--- config.mk ---
export PLATFORM = sky130hd
export DESIGN_NAME = csp_dev_flat
export DESIGN_NICKNAME = d
export VERILOG_FILES = /design/src/csp_pkg.sv /design/src/csp_link_if.sv /design/src/csp_dev.sv /design/src/flat_wrapper.sv
export VERILOG_INCLUDE_DIRS = /design/src
export SDC_FILE = /design/constraint.sdc
export NUM_CORES = 1
export LEC_CHECK = 0
export BUFFER_PORTS_ARGS = -buffer_cell sky130_fd_sc_hd__buf_2
export CAP_MARGIN = 20
export CORE_ASPECT_RATIO = 0.7
export CORE_MARGIN = 8
export CORE_UTILIZATION = 45
export DETAILED_ROUTE_END_ITERATION = 8
export SLEW_MARGIN = 30
export SYNTH_ARGS = -nofsm -noshare
export SYNTH_HDL_FRONTEND = slang
export SYNTH_SLANG_ARGS = --single-unit
--- constraint.sdc ---
create_clock -name CLK_IN -period 3.2 [get_ports CLK_IN]
set_input_delay 0 -clock CLK_IN [delete_from_list [all_inputs] [get_ports CLK_IN]]
set_output_delay 0 -clock CLK_IN [all_outputs]
set_load 0.1 [all_outputs]
--- src/csp_cfg.svh ---
`ifndef CSP_CFG_SVH
`define CSP_CFG_SVH
// timing, in kHz, ms, frames and clock cycles
`define CSP_CLK_KHZ       100000
`define CSP_RST_HOLD_MS   50
`define CSP_CAL_FRAMES    10'd194
`define CSP_ZC_FRAMES     10'd512
`define CSP_SLOW_CYC      5'd12
// attenuation code limit for modes a/b, 1.5 dB a step
`define CSP_ATT_MAX_AB    5'd15
// parallel pins per mode
`define CSP_NPAR          4
`define CSP_NPAR_C        2
`define CSP_NPAR_D        1
// sub-frame geometry
`define CSP_SLOT_FULL     7:6
`define CSP_SLOT_HALF     6:5
`define CSP_OFF_FULL      5:0
`define CSP_OFF_HALF      4:0
`define CSP_END_FULL      6'h3f
`define CSP_END_HALF      6'h1f
`define CSP_SW_FULL       9'h040
`define CSP_SW_HALF       9'h020
// 16-bit words of a 64-bit sub-frame, first sent on top
`define CSP_W0            63:48
`define CSP_W1            47:32
`define CSP_W2            31:16
`define CSP_W3            15:0
// control field a, received by the codec
`define CSP_F_GAIN        3:0
`define CSP_F_ATT         8:4
`define CSP_F_MUTE        9
`define CSP_F_POUT        15:12
// status field a, sent by the codec
`define CSP_ERR_NONE      3'h0
`define CSP_ERR_SOFT_PD   3'h1
// controller register map
`define CSP_REG_CTRL      8'h00
`define CSP_REG_TXDATA    8'h04
`define CSP_REG_TXCTRL    8'h08
`define CSP_REG_RXDATA    8'h0c
`define CSP_REG_RXSTAT    8'h10
`define CSP_REG_STATUS    8'h14
`define CSP_C_RUN         0
`define CSP_C_FREQ        15:1
`define CSP_C_MODE        3:1
`define CSP_C_NSUB        5:4
`define CSP_C_SLOT        7:6
`define CSP_C_HALF        15:8
`define CSP_RESP_OKAY     2'h0
`define CSP_RESP_SLVERR   2'h2
`endif

--- src/csp_pkg.sv ---
`include "csp_cfg.svh"
package csp_pkg;
  typedef enum logic [2:0] {
    CSP_MODE_A    = 3'b000,
    CSP_MODE_B    = 3'b001,
    CSP_MODE_C    = 3'b010,
    CSP_MODE_TEST = 3'b011,
    CSP_MODE_D    = 3'b100
  } csp_mode_t;

  typedef enum logic [1:0] {
    CSP_PWR_RUN   = 2'b00,
    CSP_PWR_DRAIN = 2'b01,
    CSP_PWR_OFF   = 2'b10
  } csp_pwr_t;

  typedef struct packed {
    csp_pwr_t    pwr;
    logic        sclk_prev;
    logic [7:0]  cnt;
    logic [7:0]  last;
    logic [63:0] rx;
    logic [63:0] tx;
    logic        sdo;
    logic        sdo_oe;
    logic [15:0] dac_l;
    logic [15:0] dac_r;
    logic [15:0] ctl_a;
    logic [15:0] ctl_b;
    logic [9:0]  frames;
    logic [9:0]  zc;
    logic [4:0]  slow;
    logic        soft_pd;
    logic [3:0]  gain;
    logic [4:0]  atten;
    logic        adc_sign;
    logic        dac_sign;
    logic        mute;
    logic        valid;
    logic [3:0]  pout;
    logic        pout_oe;
  } csp_dev_st_t;

  typedef struct packed {
    logic        wrdy;
    logic        bv;
    logic [1:0]  bresp;
    logic        ardy;
    logic        rv;
    logic [1:0]  rresp;
    logic [31:0] rdata;
    logic [31:0] ctrl;
    logic [31:0] pend;
    logic [1:0]  chg;
    logic [31:0] txd;
    logic [31:0] txc;
    logic [31:0] rxd;
    logic [31:0] rxs;
    logic [15:0] fcnt;
    logic [22:0] rst_cnt;
    logic        crst_b;
    logic [7:0]  div;
    logic        sclk;
    logic        fs;
    logic        sdo;
    logic [7:0]  cnt;
    logic [63:0] tx;
    logic [63:0] rx;
  } csp_ctl_st_t;

  // sub-frame number of a bit index
  function automatic logic [1:0] csp_slot(input logic [7:0] idx, input logic md_d);
    csp_slot = md_d ? idx[`CSP_SLOT_HALF] : idx[`CSP_SLOT_FULL];
  endfunction : csp_slot

  // position of a bit index inside its sub-frame
  function automatic logic [5:0] csp_off(input logic [7:0] idx, input logic md_d);
    csp_off = md_d ? {1'b0, idx[`CSP_OFF_HALF]} : idx[`CSP_OFF_FULL];
  endfunction : csp_off

  // last bit of a sub-frame
  function automatic logic csp_end(input logic [7:0] idx, input logic md_d);
    csp_end = csp_off(idx, md_d) == (md_d ? `CSP_END_HALF : `CSP_END_FULL);
  endfunction : csp_end

  // byte-lane merge of a register write
  function automatic logic [31:0] csp_merge(input logic [31:0] old, input logic [31:0] wd,
                                            input logic [3:0] st);
    for (int i = 0; i < 4; i++) begin
      csp_merge[8*i +: 8] = st[i] ? wd[8*i +: 8] : old[8*i +: 8];
    end
  endfunction : csp_merge
endpackage : csp_pkg

--- src/csp_link_if.sv ---
`timescale 1ns/1ps
interface csp_link_if;
  logic bit_clock;
  logic frame_sync;
  logic serial_data_in;
  logic serial_data_out;
  logic serial_data_out_oe;
  logic serial_data_line;
  logic codec_reset_b;

  // undriven serial output line reads low
  assign serial_data_line = serial_data_out_oe & serial_data_out;

  modport dev (
    input  bit_clock,
    input  frame_sync,
    input  serial_data_in,
    input  codec_reset_b,
    output serial_data_out,
    output serial_data_out_oe
  );

  modport ctl (
    output bit_clock,
    output frame_sync,
    output serial_data_in,
    output codec_reset_b,
    input  serial_data_line
  );
endinterface : csp_link_if

--- src/csp_dev.sv ---
`timescale 1ns/1ps
`include "csp_cfg.svh"
module csp_dev #(
  parameter logic [9:0] FILT_LAT = 10'd16
) (
  // clock and reset
  input  wire logic                  CLK_IN,
  input  wire logic                  RST_B_IN,
  // serial link
  csp_link_if.dev                    LINK,
  // straps
  input  wire logic [2:0]            MODE_STRAP_IN,
  input  wire logic [1:0]            SUBFRAME_SELECT_IN,
  input  wire logic                  POWER_DOWN_PIN_B_IN,
  // converter side
  input  wire logic [15:0]           ADC_LEFT_IN,
  input  wire logic [15:0]           ADC_RIGHT_IN,
  output logic      [15:0]           DAC_LEFT_OUT,
  output logic      [15:0]           DAC_RIGHT_OUT,
  output logic                       DAC_MUTE_OUT,
  output logic      [3:0]            IN_GAIN_OUT,
  output logic      [4:0]            OUT_ATTEN_OUT,
  output logic                       ADC_VALID_OUT,
  output logic                       SOFT_PD_OUT,
  // parallel bit pins
  input  wire logic [`CSP_NPAR-1:0]  PARALLEL_IN,
  output logic      [`CSP_NPAR-1:0]  PARALLEL_OUT,
  output logic                       PARALLEL_OE_OUT
);
  csp_pkg::csp_dev_st_t s;
  csp_pkg::csp_dev_st_t n;
  csp_pkg::csp_mode_t   md;
  logic                 md_d;
  logic                 inv;
  logic                 rise;
  logic                 fall;
  logic                 launch;
  logic                 smp;
  logic [7:0]           nxt;
  logic [7:0]           cnt_s;
  logic                 own_s;
  logic                 own_l;
  logic                 cal_done;
  logic                 valid;
  logic [3:0]           tgt_gain;
  logic [4:0]           tgt_att;
  logic [63:0]          rx_n;
  logic [15:0]          stat;
  logic [63:0]          vec;
  logic [`CSP_NPAR-1:0] pmask;
  logic [9:0]           zc_n;

  // strap decode, high top strap selects mode d
  assign md   = MODE_STRAP_IN[2] ? csp_pkg::CSP_MODE_D : csp_pkg::csp_mode_t'(MODE_STRAP_IN);
  assign md_d = md == csp_pkg::CSP_MODE_D;
  assign inv  = md == csp_pkg::CSP_MODE_A || md == csp_pkg::CSP_MODE_B;

  // bit clock edges, launch and sample edge swap in modes a/b
  assign rise   = LINK.bit_clock & ~s.sclk_prev;
  assign fall   = ~LINK.bit_clock & s.sclk_prev;
  assign launch = inv ? fall : rise;
  assign smp    = inv ? rise : fall;

  // bit index: sync restarts the frame, the length seen last frame predicts the wrap
  assign cnt_s = LINK.frame_sync ? 8'h00 : s.cnt + 8'h01;
  assign nxt   = (s.cnt == s.last) ? 8'h00 : s.cnt + 8'h01;
  assign own_s = csp_pkg::csp_slot(cnt_s, md_d) == SUBFRAME_SELECT_IN && md != csp_pkg::CSP_MODE_TEST;
  assign own_l = csp_pkg::csp_slot(nxt, md_d) == SUBFRAME_SELECT_IN && md != csp_pkg::CSP_MODE_TEST;

  // calibration and filter settling
  assign cal_done = s.frames >= `CSP_CAL_FRAMES && !s.soft_pd;
  assign valid    = s.frames >= `CSP_CAL_FRAMES + FILT_LAT && !s.soft_pd;

  // gain targets, attenuation range narrower in modes a/b
  assign tgt_gain = s.ctl_a[`CSP_F_GAIN];
  assign tgt_att  = (inv && s.ctl_a[`CSP_F_ATT] > `CSP_ATT_MAX_AB) ? `CSP_ATT_MAX_AB
                                                                   : s.ctl_a[`CSP_F_ATT];
  assign zc_n     = s.zc + 10'd1;

  // parallel pins available per mode
  for (genvar i = 0; i < `CSP_NPAR; i++) begin : g_mask
    assign pmask[i] = inv || (md == csp_pkg::CSP_MODE_C && i < `CSP_NPAR_C)
                      || (md_d && i < `CSP_NPAR_D);
  end

  // outgoing sub-frame: audio MSB first, zeros while calibrating
  assign stat = {valid, s.soft_pd ? `CSP_ERR_SOFT_PD : `CSP_ERR_NONE, 8'h00,
                 PARALLEL_IN & pmask};
  assign vec  = md_d ? {cal_done ? ADC_LEFT_IN : 16'h0000, cal_done ? ADC_RIGHT_IN : 16'h0000, 32'h0}
                     : {cal_done ? ADC_LEFT_IN : 16'h0000, stat,
                        cal_done ? ADC_RIGHT_IN : 16'h0000, 16'h0000};
  assign rx_n = {s.rx[62:0], LINK.serial_data_in};

  // next state
  always_comb begin
    n           = s;
    n.sclk_prev = LINK.bit_clock;
    // bit clock period watch, cycles since the last rising edge
    n.slow      = rise ? 5'h00 : ((s.slow == 5'h1f) ? s.slow : s.slow + 5'h01);
    n.soft_pd   = rise ? (s.slow >= `CSP_SLOW_CYC) : (s.soft_pd | (s.slow >= `CSP_SLOW_CYC));
    n.valid     = valid;
    n.mute      = s.ctl_a[`CSP_F_MUTE] | ~cal_done | (s.pwr != csp_pkg::CSP_PWR_RUN);
    case (s.pwr)
      csp_pkg::CSP_PWR_RUN: begin
        if (!POWER_DOWN_PIN_B_IN) begin
          // first drive the serial data output and the parallel pins low
          n.pwr     = csp_pkg::CSP_PWR_DRAIN;
          n.sdo     = 1'b0;
          n.sdo_oe  = 1'b1;
          n.pout    = '0;
          n.pout_oe = 1'b1;
        end else begin
          if (smp) begin
            n.cnt = cnt_s;
            if (LINK.frame_sync) begin
              n.last     = s.cnt;
              n.frames   = (s.frames < `CSP_CAL_FRAMES + FILT_LAT) ? s.frames + 10'd1 : s.frames;
              n.adc_sign = ADC_LEFT_IN[15];
              n.zc       = (s.gain != tgt_gain || s.atten != tgt_att) ? zc_n : 10'd0;
              if (ADC_LEFT_IN[15] != s.adc_sign || zc_n >= `CSP_ZC_FRAMES) begin
                n.gain = tgt_gain;
              end
              if (zc_n >= `CSP_ZC_FRAMES) begin
                n.atten = tgt_att;
                n.zc    = 10'd0;
              end
            end
            // own sub-frame only, others are ignored
            if (own_s) begin
              n.rx = rx_n;
              if (csp_pkg::csp_end(cnt_s, md_d)) begin
                if (md_d) begin
                  n.dac_l = rx_n[`CSP_W2];
                  n.dac_r = rx_n[`CSP_W3];
                end else begin
                  n.dac_l = rx_n[`CSP_W0];
                  n.ctl_a = rx_n[`CSP_W1];
                  n.dac_r = rx_n[`CSP_W2];
                  n.ctl_b = rx_n[`CSP_W3];
                  n.pout  = n.ctl_a[`CSP_F_POUT] & pmask;
                end
                n.dac_sign = n.dac_l[15];
                if (n.dac_l[15] != s.dac_sign) begin
                  n.atten = tgt_att;
                end
              end
            end
          end
          if (launch) begin
            if (own_l) begin
              n.sdo_oe = 1'b1;
              if (csp_pkg::csp_off(nxt, md_d) == 6'h00) begin
                n.sdo = vec[63];
                n.tx  = {vec[62:0], 1'b0};
              end else begin
                n.sdo = s.tx[63];
                n.tx  = {s.tx[62:0], 1'b0};
              end
            end else begin
              n.sdo    = 1'b0;
              n.sdo_oe = 1'b0;
            end
          end
        end
      end
      csp_pkg::CSP_PWR_DRAIN: begin
        // then release them
        n.pwr     = csp_pkg::CSP_PWR_OFF;
        n.sdo_oe  = 1'b0;
        n.pout_oe = 1'b0;
      end
      default: begin
        n.sdo_oe  = 1'b0;
        n.pout_oe = 1'b0;
        if (POWER_DOWN_PIN_B_IN) begin
          // leaving power down restarts calibration
          n.pwr     = csp_pkg::CSP_PWR_RUN;
          n.frames  = 10'd0;
          n.zc      = 10'd0;
          n.pout_oe = 1'b1;
        end
      end
    endcase
  end

  // state register, link reset acts as the codec reset pin
  always_ff @(posedge CLK_IN) begin
    if (!(RST_B_IN && LINK.codec_reset_b)) begin
      s         <= '0;
      s.pout_oe <= 1'b1;
    end else begin
      s <= n;
    end
  end

  // outputs straight from state
  assign LINK.serial_data_out    = s.sdo;
  assign LINK.serial_data_out_oe = s.sdo_oe;
  assign DAC_LEFT_OUT            = s.dac_l;
  assign DAC_RIGHT_OUT           = s.dac_r;
  assign DAC_MUTE_OUT            = s.mute;
  assign IN_GAIN_OUT             = s.gain;
  assign OUT_ATTEN_OUT           = s.atten;
  assign ADC_VALID_OUT           = s.valid;
  assign SOFT_PD_OUT             = s.soft_pd;
  assign PARALLEL_OUT            = s.pout;
  assign PARALLEL_OE_OUT         = s.pout_oe;
endmodule : csp_dev

--- src/flat_wrapper.sv ---
// flat-port wrapper written by rule: the top's interface ports become plain ports
module csp_dev_flat 
#(
  parameter logic [9:0] FILT_LAT = 10'd16
)
  (CLK_IN, RST_B_IN, MODE_STRAP_IN, SUBFRAME_SELECT_IN, POWER_DOWN_PIN_B_IN, ADC_LEFT_IN, ADC_RIGHT_IN, DAC_LEFT_OUT, DAC_RIGHT_OUT, DAC_MUTE_OUT, IN_GAIN_OUT, OUT_ATTEN_OUT, ADC_VALID_OUT, SOFT_PD_OUT, PARALLEL_IN, PARALLEL_OUT, PARALLEL_OE_OUT, LINK_bit_clock, LINK_frame_sync, LINK_serial_data_in, LINK_codec_reset_b, LINK_serial_data_out, LINK_serial_data_out_oe);
  csp_link_if LINK_i ();
  input  wire logic CLK_IN;
  input  wire logic RST_B_IN;
  input  wire logic [2:0] MODE_STRAP_IN;
  input  wire logic [1:0] SUBFRAME_SELECT_IN;
  input  wire logic POWER_DOWN_PIN_B_IN;
  input  wire logic [15:0] ADC_LEFT_IN;
  input  wire logic [15:0] ADC_RIGHT_IN;
  output logic      [15:0] DAC_LEFT_OUT;
  output logic      [15:0] DAC_RIGHT_OUT;
  output logic DAC_MUTE_OUT;
  output logic      [3:0] IN_GAIN_OUT;
  output logic      [4:0] OUT_ATTEN_OUT;
  output logic ADC_VALID_OUT;
  output logic SOFT_PD_OUT;
  input  wire logic [`CSP_NPAR-1:0] PARALLEL_IN;
  output logic      [`CSP_NPAR-1:0] PARALLEL_OUT;
  output logic PARALLEL_OE_OUT;
  input wire logic [$bits(LINK_i.bit_clock)-1:0] LINK_bit_clock;
  input wire logic [$bits(LINK_i.frame_sync)-1:0] LINK_frame_sync;
  input wire logic [$bits(LINK_i.serial_data_in)-1:0] LINK_serial_data_in;
  input wire logic [$bits(LINK_i.codec_reset_b)-1:0] LINK_codec_reset_b;
  output wire logic [$bits(LINK_i.serial_data_out)-1:0] LINK_serial_data_out;
  output wire logic [$bits(LINK_i.serial_data_out_oe)-1:0] LINK_serial_data_out_oe;
  assign LINK_i.bit_clock = LINK_bit_clock;
  assign LINK_i.frame_sync = LINK_frame_sync;
  assign LINK_i.serial_data_in = LINK_serial_data_in;
  assign LINK_i.codec_reset_b = LINK_codec_reset_b;
  assign LINK_serial_data_out = LINK_i.serial_data_out;
  assign LINK_serial_data_out_oe = LINK_i.serial_data_out_oe;
  csp_dev #(.FILT_LAT(FILT_LAT)) u_core (.CLK_IN(CLK_IN), .RST_B_IN(RST_B_IN), .LINK(LINK_i), .MODE_STRAP_IN(MODE_STRAP_IN), .SUBFRAME_SELECT_IN(SUBFRAME_SELECT_IN), .POWER_DOWN_PIN_B_IN(POWER_DOWN_PIN_B_IN), .ADC_LEFT_IN(ADC_LEFT_IN), .ADC_RIGHT_IN(ADC_RIGHT_IN), .DAC_LEFT_OUT(DAC_LEFT_OUT), .DAC_RIGHT_OUT(DAC_RIGHT_OUT), .DAC_MUTE_OUT(DAC_MUTE_OUT), .IN_GAIN_OUT(IN_GAIN_OUT), .OUT_ATTEN_OUT(OUT_ATTEN_OUT), .ADC_VALID_OUT(ADC_VALID_OUT), .SOFT_PD_OUT(SOFT_PD_OUT), .PARALLEL_IN(PARALLEL_IN), .PARALLEL_OUT(PARALLEL_OUT), .PARALLEL_OE_OUT(PARALLEL_OE_OUT));
endmodule
Yosys cells after proc, flatten, opt, wreduce, memory -nomap -nowiden
Index checks and enable logic that the tools add are counted.
- register bits: 234
- latch bits: 0
- bits in writable memories: 0
- memory bits (read-only): 0
- bits of input ports: 48
- output and inout port bits: 51
- logic and storage cells: 150
- memories kept: 0
- $add $sub $neg: 4
- multiply operators: 0
- divide/modulo/power cells: 0
- $lt $le $gt $ge: 6
- equal/unequal tests: 23
- shift operators: 0
- multiplexer cells: 50
- bitwise operators: 13
- reductions and logical operators: 31
- operator list (cell ; count):
    32-bit two-way mux ; 6
    20-bit two-way mux ; 4
    65-bit two-way mux ; 1
    48-bit two-way mux ; 1
    20-bit one-hot mux with 2 select lines ; 1
    16-bit two-way mux ; 2
    10-bit two-way mux ; 3
    5-bit two-way mux ; 5
    6-bit two-way mux ; 4
    10-bit by 1-bit adder with 10-bit output (second input constant) ; 2
    10-bit by 8-bit greater-or-equal comparator with 1-bit output (second input constant) ; 2
    4-bit two-way mux ; 5
    5-bit AND reduction ; 4
    8-bit two-way mux ; 2
    4-bit AND reduction ; 4
    2-bit two-way mux ; 7
    2-bit by 1-bit inequality test with 1-bit output (second input constant) ; 6
    10-bit greater-or-equal comparator (second input constant) ; 1
    10-bit by 8-bit less-than comparator with 1-bit output (second input constant) ; 1
    8-bit by 1-bit adder with 8-bit output (second input constant) ; 1
    4-bit AND ; 2
    8-bit == test ; 1
    6-bit == test ; 1
    1-bit logical AND ; 6
    32 further kinds ; 55

Depth between registers and ports, before layout
Gate-level depths: netlist (run 1).
- depth in word-level cells: 13
- gate-level depth with buffers: 12
- mapped depth without buffers: 9

Worst setup path after synthesis (run 1)
Ideal clock, no wire load.
- kind: register to register
- start point: register u_core.s[247] (netlist name)
- end point: register u_core.s[7] (netlist name)
- setup time: 0.080 ns
- arrival: 2.419 ns
- required time: 3.120 ns
- path slack: 0.701 ns
- stages on the path, launching flop included: 13
- buffers on the path: 3
- period minus slack after synthesis: 2.499 ns
- path through: dfxtp_1 -> ha_1 -> buf_2 -> nand2_1 -> a211o_1 -> a31o_1 -> a2111oi_4 -> a211o_4 -> nor3b_2 -> buf_4 -> buf_8 -> nor2_2 -> a211oi_2
- word-level cells in the longest chain between the ends: 6
- elaborated cells on any way between the ends: 8
- those cells by class: add/sub: 1; eq/ne: 2; mux: 3; reduce/logical: 2
- ends and longest elaborated chain (element ; RTL line ; text):
    start: declaration ; csp_dev.sv:30 ; csp_pkg::csp_dev_st_t s;
    start signal: assignment ; csp_dev.sv:192 ; s <= n;
    8-bit by 1-bit adder with 8-bit output (*) ; csp_dev.sv:65 ; assign cnt_s = LINK.frame_sync ? 8'h00 : s.cnt + 8'h01;
    8-bit two-way mux (*) ; csp_dev.sv:65 ;
    2-bit two-way mux ; csp_pkg.sv:73 ; csp_slot = md_d ? idx[`CSP_SLOT_HALF] : idx[`CSP_SLOT_FULL];
    2-bit == test ; csp_dev.sv:67 ; assign own_s = csp_pkg::csp_slot(cnt_s, md_d) == SUBFRAME_SELECT_IN && md != csp_pkg::CSP_MODE_TEST;
    1-bit logical AND ; csp_dev.sv:67 ;
    5-bit AND reduction (no source line) (*) ; -- ;
Mark *: on every way between the ends. The rest lies on a longest branch, timed or not.
A chain may end at the register's enable or synchronous reset.

Worst setup path after layout (run 1)
- start point: register u_core.s[249] (netlist name)
- end point: register u_core.s[144] (netlist name)
- word-level cells in the longest chain between the ends: 6
- elaborated cells on any way between the ends: 10
- those cells by class: add/sub: 1; eq/ne: 2; mux: 4; reduce/logical: 3
- ends and longest elaborated chain (element ; RTL line ; text):
    8-bit by 1-bit adder with 8-bit output or 8-bit == test (tied branches) ; csp_dev.sv:66 ; assign nxt = (s.cnt == s.last) ? 8'h00 : s.cnt + 8'h01;
    8-bit two-way mux (*) ; csp_dev.sv:66 ;
    2-bit two-way mux ; csp_pkg.sv:73 ;
    2-bit == test ; csp_dev.sv:68 ; assign own_l = csp_pkg::csp_slot(nxt, md_d) == SUBFRAME_SELECT_IN && md != csp_pkg::CSP_MODE_TEST;
    1-bit logical AND ; csp_dev.sv:68 ;
    4-bit AND reduction (no source line) ; -- ;
Marked as above.

==> metrics.yaml, run 1 <==
detailed_routing:
  wl_per_cell_um: 16.05
  ant_nets: 0
  dr.pass1.iters: 5
  vias: 8272
  wl_um: 24530
  vias_per_cell: 5.414
  drc: 0
  first_iter_violations: 604
logic_synthesis:
  ys_seq_elements: 216
  syn_inst: 1175
  async_reset_ff_share_pct: 0
  synth_ff_type: "dfxtp_1"
  synth_edf_count: 0
  ys_seq_area_share_pct: 42.93
  ys_warn_count: 0
  syn_avg_cell_area_sq_um: 8.572
  synth_nets: 1230
  yosysUniqueCellTypes: 63
  syn_area_sq_um: 10070
grt:
  grt_usage_pct: 17.12
  grt_max_degree: 83
  grt_pass1_wl_um: 40090
  grt_pass1_vias: 7601
  grt.overflow.total: 0
  antenna_found_initial: 0
critical_path:
  end_kind: "flop"
  startpoint: "u_core.s[249]$_SDFFE_PN0P_"
  worstPathMaxFanout: 46
  rr_worst_depth: 10
  required_ns: 3.57
  crit_arrival_ns: 3.40
  slowest_delay_ns: 0.56
  critPathCapture: "u_core.s[144]$_SDFFE_PN0P_"
  criticalPathCategory: "flop to flop"
  setup.worst_path.start_class: "flop"
  r2r_end: "u_core.s[144]$_SDFFE_PN0P_"
  cp_cell_sequence: "buf_4 -> xnor2_1 -> nand4_1 -> or2_2 -> o41a_1 -> buf_6 -> a221o_1 -> dlygate4sd3_1 -> o2111ai_1 -> o21ai_0"
  worst_path_max_delay_cell: "dlygate4sd3_1"
  ff2ff_setup_slack_ns: 0.16
  r2r-start: "u_core.s[249]$_SDFFE_PN0P_"
cts:
  clk_pin_slew_ns: 0.07
  postCtsSetupBuffers: 0
  cts_max_path_buffers: 3
  clock_latency_ns: 0.51
  cts_tree: "yes"
  root_buffer: "clkbuf_16"
  cts.sinks: 216
  htreeDepth: 1
  cts_buffers: 22
placement:
  placed_area_sq_um: 10440
  port_buffers: 98
  dp_hpwl_um: 16240
  gp_congestion: 0.8860
sta:
  setup_viol: 0
  hold_viol_final: 0
  skew_ns: 0.01683
  post-route-min-period_ns: 3.036
  rsz0062_at_grt: "false"
  fin_crit_sh_pct: 94.88
  setup_tns_ns: 0
  max_slew.worst_pin.slew_ns: 0.8594
  final_max_slew_viol_count: 0
  maxSlewHeadroom_pct: 42.71
  whs_ns: 0.04070
  max_freq_mhz: 329.4
die:
  chipHeight_um: 141.2
  ios: 99
  rows: 45
  core_area_sq_um: 21850
  start_util_pct: 46.11
  die-area_sq_um: 27500
  die_w_um: 194.8
pwr:
  leakagePower_nw: 4.438
  finalPower_mw: 5.815
  p_seq_share_pct: 46.5
  power.combinational.fraction_pct: 4.9
  switching_share_pct: 21.61
  internal_power_mw: 4.559
  clkPwrFrac_pct: 48.6
  peakVddDrop_uv: 329.8
  power_switching_mw: 1.257
  power_density_nw_per_um2: 497.6
cells_and_area:
  fin_nets: 1285
  ff_latch_area_sq_um: 4324
  drive_gt1_share_pct: 17.09
  syn_to_final_growth_pct: 16.02
  n_antenna_cell: 0
  final_area_sq_um: 11690
  final_common_cell: "dfxtp_1"
  multi_input_area_sq_um: 4972
  final_cell_mix: "dfxtp_1 (216), nor2_1 (142), nand2_1 (98), buf_2 (98), o21ai_0 (83)"
  fillers: 2100
hold_path:
  hold_class: "input port to flop"
outcome:
  outcome: "finished, final reports clean"
flow_run:
  cap_violations: 0
[cell families (layout without fill, tap and decap cells)]
kind of cell	count (synthesis)	count (layout)	share of synthesized area, %
xor+xnor	34	34	2.957
simple gates	431	431	20.06
fa+ha+maj	7	7	0.8695
buf+inv	148	219	8.124
mux	60	60	5.975
compound gates	279	279	19.08
flops	216	216	42.93
[synth_stat cells, types with 4 or more instances]
library cell | number | area, sq um
a22o_1 | 4 | 35.03
buf_4 | 53 | 397.9
buf_2 | 18 | 90.09
nor3_1 | 5 | 25.02
nor2_1 | 142 | 533.0
clkbuf_1 | 50 | 187.7
mux2i_1 | 59 | 590.6
and3_1 | 51 | 319.1
a211oi_2 | 28 | 350.3
nor2_2 | 8 | 50.05
nor4_1 | 5 | 31.28
xnor2_1 | 13 | 113.9
o21ai_0 | 84 | 420.4
nand2_1 | 99 | 371.6
xor2_1 | 21 | 183.9
a211o_1 | 4 | 35.03
a21oi_1 | 71 | 355.3
dfxtp_1 | 216 | 4324
a211oi_1 | 50 | 375.4
nand4_1 | 9 | 56.30
nand2b_1 | 4 | 25.02
buf_1 | 10 | 37.54
a31oi_1 | 6 | 37.54
o2111ai_1 | 5 | 43.79
nand3_1 | 82 | 410.4
a32oi_1 | 4 | 35.03
inv_1 | 12 | 45.04
buf_6 | 4 | 45.04
ha_1 | 7 | 87.58
[what timing repair did]
item                                   CTS  global route
setup endpoints to repair                0             1
endpoints found under the hold margin   56             0
hold buffers                            43             0
gates resized for setup                  0             4
[critical path, delay by kind of cell (launching register included)]
family,cells,cell delay (ns)
DFF,1,0.35
xor gates and xnor gates,1,0.30
and+or+nand+nor,2,0.59
AOI/OAI and AO/OA,4,0.68
buffers and inverters,3,0.97
[layout make-up]
cell class / instances / share of cell area [%]
Sequential cell: 216 / 37.00
Timing Repair Buffer: 167 / 10.12
Inverter: 12 / 0.3854
Clock inverter: 9 / 1.317
Multi-Input combinational cell: 811 / 42.55
Tap cell: 282 / 3.019
Clock buffer: 31 / 5.610
[flip-flops by register name, indices dropped and copies added, names as in the netlist]
name / count
u_core.LINK.serial_data_out_oe: 1
u_core.s: 103
u_core.PARALLEL_OE_OUT: 1
u_core.DAC_RIGHT_OUT: 16
u_core.rx_n: 63
u_core.LINK.serial_data_out: 1
u_core.IN_GAIN_OUT: 4
u_core.DAC_LEFT_OUT: 15
u_core.PARALLEL_OUT: 4
u_core.ADC_VALID_OUT: 1
u_core.OUT_ATTEN_OUT: 5
u_core.SOFT_PD_OUT: 1
u_core.DAC_MUTE_OUT: 1
[how the worst min path moves through the flow]
| stage | from | to | slack (ns) | depth (start not counted) |
|---|---|---|---|---|
| 2_1_floorplan | LINK_serial_data_in | u_core.rx_n[1]$_SDFFE_PN0P_ | 0.14 | 2 |
| 3_3_place_gp | LINK_bit_clock | u_core.s[254]$_SDFF_PN0_ | 0.26 | 2 |
| 3_5_place_dp | LINK_serial_data_in | u_core.rx_n[1]$_SDFFE_PN0P_ | 0.27 | 3 |
| 4_1_cts | ADC_LEFT_IN[9] | u_core.s[168]$_SDFFE_PN0P_ | 0.01 | 4 |
| 5_1_grt | ADC_LEFT_IN[9] | u_core.s[168]$_SDFFE_PN0P_ | 0.06 | 4 |
| 6_report | ADC_LEFT_IN[9] | u_core.s[168]$_SDFFE_PN0P_ | 0.04 | 4 |
[layer usage]
metal  vias up  part of all wire, %  track usage, %
li1       4231                    -               -
met1      3805                   54           26.15
met2       195                   39           24.03
met3        41                  5.0           3.115
met4         0                  2.2           4.336
met5         -                    0               0
[power groups by stage]
stage	clock network [mW]	logic, mW	registers, mW
6_report	2.83	0.285	2.70
5_1_grt	3.01	0.308	2.70
4_1_cts	2.90	0.282	2.70
3_5_place_dp	0	0.241	2.76
3_3_place_gp	0	0.242	2.76
2_1_floorplan	0	0.143	2.77
[per-stage QoR]
stage	setup slack (ns)	cells	util, %
2_1_floorplan	0.7011	1175	-
3_3_place_gp	0.4007	1445	47.79
3_5_place_dp	0.3168	1445	47.79
4_1_cts	0.07880	1528	53.47
5_1_grt	0.02345	1528	53.49
6_report	0.1637	1528	53.49
Note: power is estimated with default switching activity, not from simulation.
==> run 2, diff against run 1 <==
CTS_BUF_LIST = sky130_fd_sc_hd__clkbuf_16   (was not set)
==> run 2 against run 1 <==
Net effect:
- fmax is 0.58% lower
- first-iteration DRC count is 9.1% higher
- clock skew hardly changed
- register-to-register slack worse by 0.02 ns
- via count is 0.21% lower
- critical path type unchanged
==> metrics.yaml, run 2 (synthesis results as in run 1) <==
outcome:
  outcome: "finished, final reports clean"
cts:
  clock_latency_ns: 0.51  # about the same
  cts_tree: "yes"
  cts_max_path_buffers: 3  # unchanged
  cts.sinks: 216  # unchanged
  clk_pin_slew_ns: 0.07  # about the same
  postCtsSetupBuffers: 0  # unchanged
  root_buffer: "clkbuf_16"
  htreeDepth: 1  # unchanged
  cts_buffers: 22  # unchanged
critical_path:
  criticalPathCategory: "flop to flop"
  crit_arrival_ns: 3.42  # +0.02 ns
  end_kind: "flop"
  worstPathMaxFanout: 46  # unchanged
  setup.worst_path.start_class: "flop"
  required_ns: 3.57  # about the same
detailed_routing:
  vias_per_cell: 5.402  # -0.21%
  drc: 0  # unchanged
  ant_nets: 0  # unchanged
  wl_um: 24490  # -0.16%
  wl_per_cell_um: 16.02  # -0.16%
  vias: 8255  # -0.21%
  dr.pass1.iters: 5  # unchanged
  first_iter_violations: 659  # +9.1%
sta:
  rsz0062_at_grt: "false"
  worst_slack_ns: 0.1460  # -0.01776 ns
  max_freq_mhz: 327.4  # -0.58%
  fin_crit_sh_pct: 95.44  # +0.56 points
  post-route-min-period_ns: 3.054  # +0.01776 ns
  skew_ns: 0.01668  # -0.0001491 ns
  setup_viol: 0  # unchanged
  maxSlewHeadroom_pct: 42.29  # -0.42 points
  max_slew.worst_pin.slew_ns: 0.8657  # +0.006279 ns
  setup_tns_ns: 0  # unchanged
  hold_viol_final: 0  # unchanged
  final_max_slew_viol_count: 0  # unchanged
hold_path:
  hold_class: "input port to flop"
die:
  die-area_sq_um: 27500  # unchanged
  ios: 99  # unchanged
  start_util_pct: 46.11  # unchanged
  die_w_um: 194.8  # unchanged
  core_area_sq_um: 21850  # unchanged
  chipHeight_um: 141.2  # unchanged
  rows: 45  # unchanged
flow_run:
  cap_violations: 0  # unchanged
pwr:
  peakVddDrop_uv: 332.1  # +0.71%
  power_density_nw_per_um2: 487.9  # -2.0%
  leakagePower_nw: 4.423  # -0.35%
placement:
  dp_slack_ns: 0.3168  # unchanged
  dp_hpwl_um: 16240  # unchanged
  gp_congestion: 0.8860  # unchanged
  port_buffers: 98  # unchanged
grt:
  grt_usage_pct: 17.10  # about the same
  grt_pass1_wl_um: 40100  # about the same
  grt.overflow.total: 0  # unchanged
  grt_max_degree: 83  # unchanged
  grt_pass1_vias: 7576  # -0.33%
  antenna_found_initial: 0  # unchanged
cells_and_area:
  final_common_cell: "dfxtp_1"
  fin_nets: 1285  # unchanged
  drive_gt1_share_pct: 16.69  # -0.40 points
  largest_reg_flops: 103  # unchanged
  syn_to_final_growth_pct: 15.53
  final_cell_mix: "dfxtp_1 (216), nor2_1 (142), nand2_1 (98), buf_2 (98), o21ai_0 (83)"
  n_antenna_cell: 0  # unchanged
  top_register: "u_core.s"
run 2: worst max-delay path, stage by stage, from the launching register on:
cell and delay [ns]:
dfxtp_1 0.35, buf_4 0.18, xnor2_1 0.31, nand4_1 0.22
or2_2 0.37, o41a_1 0.14, buf_6 0.22, a221o_1 0.30
dlygate4sd3_1 0.57, o2111ai_1 0.12, o21ai_0 0.11
run 2: final timing paths:
path                                end  slack [ns]                  startpoint  cells after the start
max          u_core.s[144]$_SDFFE_PN0P_        0.15  u_core.s[249]$_SDFFE_PN0P_                     10
min          u_core.s[168]$_SDFFE_PN0P_        0.04              ADC_LEFT_IN[9]                      4
max reg2reg  u_core.s[144]$_SDFFE_PN0P_        0.15  u_core.s[249]$_SDFFE_PN0P_                     10
min reg2reg  u_core.s[146]$_SDFFE_PN0P_        0.46  u_core.s[146]$_SDFFE_PN0P_                      2
run 2: where the power goes:
group	leakage, nW	internal (mW)	switching (mW)
clock	0.376	1.62	1.06
sequential	1.74	2.70	0.00579
combinational	2.31	0.107	0.178
total	4.42	4.43	1.25
run 2: routing by layer:
metal	GRT usage, %	wire length (um)
met5	0	0
met4	4.177	529
met3	3.115	1291
met2	23.99	9547
met1	26.19	13120
run 2: timing repair:
action,4_1_cts,5_1_grt
endpoints found under the setup margin,0,1
gates resized for setup,0,4
hold buffers,43,0
endpoints found under the hold margin,56,0
run 2: area by class of cell:
| type | count | area [sq um] |
|---|---|---|
| repair buffers | 167 | 1182 |
| inverters | 12 | 45.04 |
| fillers | 2104 | 10210 |
| flip-flops and latches | 216 | 4324 |
| clock inverters | 17 | 183.9 |
| clock buffers | 23 | 575.6 |
| multi-input cells | 811 | 4972 |
| well taps | 282 | 352.8 |
run 2: stage by stage:
step	hold slack [ns]	util [%]	std cells	total power [mW]	instance area, sq um
floorplan	0.1399	-	1175	2.917	10070
global placement	0.2638	47.79	1445	3.005	10440
detailed placement	0.2681	47.79	1445	3.005	10440
CTS	0.01249	53.24	1528	5.751	11630
global route	0.06242	53.26	1528	5.887	11640
finish	0.04104	53.26	1528	5.677	11640
==> run 3, diff against run 2 <==
CELL_PAD_IN_SITES_DETAIL_PLACEMENT = 1   (was not set)
CELL_PAD_IN_SITES_GLOBAL_PLACEMENT = 1   (was not set)
CORE_UTILIZATION = 41   (was 45)
PLACE_DENSITY_LB_ADDON = 0.1   (was not set)
clock period = 2.5 ns   (was 3.2 ns; I/O delays follow)
==> run 3 against run 2 <==
Net effect:
- global-route usage is 2.8 points higher
- critical endpoint is now u_core.rx_n[9]$_SDFFE_PN0P_
- critical path type unchanged
- core utilization up 0.61 points
- non-clock buffer count increased by 89
- the run now ends with setup timing left
- hold slack worse by 0.026 ns
- via count grew 11%
- sequential share of layout area fell by 4.1 points
- setup slack worse by 0.23 ns
- critical path depth shrank 1
==> metrics.yaml, run 3 (synthesis results as in run 1) <==
outcome:
  outcome: "finished with violations"
  violations: "setup timing"
hold_path:
  whs_path_depth: 4  # unchanged
  hold_class: "input port to flop"
  worstHoldEndpoint: "u_core.s[169]$_SDFFE_PN0P_"
  hold_start: "ADC_LEFT_IN[10]"
cells_and_area:
  final_cell_mix: "dfxtp_1 (210), nor2_1 (133), buf_2 (98)"
  fin_nets: 1376  # +7.1%
  final_common_cell: "dfxtp_1"
  top_register: "u_core.s"
  n_antenna_cell: 0  # unchanged
  final_area_sq_um: 13140  # +13%
  drive_gt1_share_pct: 26.09  # +9.4 points
  syn_to_final_growth_pct: 30.42
  largest_reg_flops: 103  # unchanged
  fillers: 2818  # +34%
critical_path:
  worstSetupPathDepth: 9  # -1
  r2r_end: "u_core.rx_n[9]$_SDFFE_PN0P_"
  crit_buf_inv: 2  # -1
  criticalPathCategory: "flop to flop"
  slowest_delay_ns: 0.36  # -0.21 ns
  worst_path_max_delay_cell: "dfxtp_4"
  required_ns: 2.93  # -0.64 ns
  rr_worst_depth: 9  # -1
  crit_family: "compound AO/OA/AOI/OAI gates"
  cp_cell_sequence: "and4_4 -> a211o_1 -> a31o_4 -> a2111oi_4 -> a211o_4 -> buf_4 -> nand2_8 -> clkbuf_16 -> o21ai_0"
  end_kind: "flop"
  worstPathMaxFanout: 31  # -33%
  setup.worst_path.start_class: "flop"
  crit_arrival_ns: 3.01  # -0.41 ns
  r2r-start: "u_core.s[248]$_SDFFE_PN0P_"
  ff2ff_setup_slack_ns: -0.08  # -0.23 ns
die:
  core_area_sq_um: 24380  # +12%
  rows: 48  # +6.7%
  start_util_pct: 41.31  # -4.8 points
  die_w_um: 203.3  # +4.4%
  ios: 99  # unchanged
  chipHeight_um: 147.1  # +4.2%
  die-area_sq_um: 29920  # +8.8%
detailed_routing:
  wl_per_cell_um: 20.47  # +28%
  vias_per_cell: 5.525  # +2.3%
  dr.pass1.iters: 4  # -1
  vias: 9166  # +11%
  wl_um: 33960  # +39%
  drc: 0  # unchanged
  ant_nets: 0  # unchanged
  first_iter_violations: 481  # -27%
sta:
  post-route-min-period_ns: 2.579  # -0.4747 ns
  rsz0062_at_grt: "true"
  fin_crit_sh_pct: 103.2  # +7.7 points
  skew_ns: 0.01013  # -0.006548 ns
  worst_slack_ns: -0.07933  # -0.2253 ns
  maxSlewHeadroom_pct: 51.88  # +9.6 points
  max_slew.worst_pin.slew_ns: 0.7217  # -0.1439 ns
  setup_viol: 96  # +96
  max_freq_mhz: 387.7  # +18%
  final_max_slew_viol_count: 0  # unchanged
  hold_viol_final: 0  # unchanged
grt:
  grt-busiest-layer: "met1"
  grt_pass1_wl_um: 49740  # +24%
  grtUsageMet2_pct: 28.99  # +5.0 points
  grt_max_degree: 74  # -11%
  grt.overflow.total: 0  # unchanged
  grt_use_met3_pct: 3.300  # +0.19 points
  antenna_found_initial: 0  # unchanged
  grt_use_met1_pct: 30.15  # +4.0 points
  grt_usage_pct: 19.88  # +2.8 points
  grt_pass1_vias: 8942  # +18%
placement:
  gp_congestion: 0.9065  # +2.3%
  port_buffers: 98  # unchanged
  placed_area_sq_um: 10910  # +4.5%
  dp_hpwl_um: 20220  # +24%
  dp_slack_ns: -0.1964  # -0.5132 ns
cts:
  htreeDepth: 1  # unchanged
  cts_buffers: 24  # +9.1%
  cts_tree: "yes"
  cts_max_path_buffers: 3  # unchanged
  cts.sinks: 216  # unchanged
  root_buffer: "clkbuf_16"
  clock_latency_ns: 0.52  # about the same
  clk_pin_slew_ns: 0.06  # about the same
pwr:
  leakagePower_nw: 5.089  # +15%
  power_density_nw_per_um2: 545.0  # +12%
  peakVddDrop_uv: 495.3  # +49%
flow_run:
  cap_violations: 0  # unchanged
## run 3: cell types whose count changed in the layout (fill, tap and decap cells not counted), moves of 15 or more
| cell | before | now |
|---|---|---|
| buf_4 | 20 | 71 |
| a211oi_1 | 50 | 30 |
| a211oi_2 | 28 | 48 |
| o21ai_0 | 83 | 65 |
| o21ai_1 | 2 | 20 |
| clkbuf_16 | 23 | 38 |
## run 3: how the worst max path moves through the flow
stage                                     from                               endpoint  slack [ns]
global route        u_core.s[248]$_SDFFE_PN0P_           u_core.rx_n[17]$_SDFFE_PN0P_       -0.16
CTS                 u_core.s[246]$_SDFFE_PN0P_   u_core.DAC_RIGHT_OUT[7]$_SDFFE_PN0P_       -0.06
finish              u_core.s[248]$_SDFFE_PN0P_            u_core.rx_n[9]$_SDFFE_PN0P_       -0.08
floorplan           u_core.s[247]$_SDFFE_PN0P_               u_core.s[7]$_SDFFE_PN0P_       0.001
global placement    u_core.s[247]$_SDFFE_PN0P_  u_core.DAC_RIGHT_OUT[11]$_SDFFE_PN0P_       -0.07
detailed placement  u_core.s[247]$_SDFFE_PN0P_  u_core.DAC_RIGHT_OUT[12]$_SDFFE_PN0P_       -0.20
## run 3: worst register-to-register path: stages, from the launching register on
cell and delay (ns):
dfxtp_4 0.36, and4_4 0.21, a211o_1 0.35, a31o_4 0.28
a2111oi_4 0.35, a211o_4 0.15, buf_4 0.17, nand2_8 0.15
clkbuf_16 0.27, o21ai_0 0.21
## run 3: layer usage
metal  routed length, um  part of all wire [%]
met1               17440                    51
met5                   0                     0
met2               14490                    43
met4                 514                   1.5
met3                1510                   4.4
## run 3: area by class of cell
cell class | count | area, sq um | share of cell area, %
clock inverters | 15 | 96.34 | 0.7334
clock buffers | 24 | 600.6 | 4.572
well taps | 325 | 406.6 | 3.096
inverters | 12 | 45.04 | 0.3429
multi-input cells | 811 | 5261 | 40.05
repair buffers | 256 | 2380 | 18.12
flip-flops and latches | 216 | 4347 | 33.09
## run 3: report_power, final
| part | internal (mW) | total (mW) | switching [mW] |
|---|---|---|---|
| Sequential | 3.45 | 3.45 | 0.00773 |
| Clock | 1.83 | 3.26 | 1.43 |
| Combinational | 0.174 | 0.448 | 0.274 |
| Total | 5.45 | 7.16 | 1.71 |
## run 3: stage by stage
step	utilization, %	hold slack [ns]	setup TNS (ns)	total power [mW]	cells
3_5_place_dp	44.75	0.2703	-10.26	3.883	1537
6_report	53.87	0.01522	-3.756	7.160	1659
2_1_floorplan	-	0.1399	0	3.734	1175
4_1_cts	50.04	0.008244	-1.117	7.196	1623
3_3_place_gp	44.75	0.2627	-1.586	3.879	1537
5_1_grt	53.87	0.04116	-13.79	7.388	1659
## run 3: repair_timing
action                                 CTS  global route
setup buffers                            4            15
pin swaps                                8            59
hold buffers                            41             0
cloned                                   3            21
setup endpoints to repair              105           159
endpoints found under the hold margin   52             0
resized for setup                       21            95
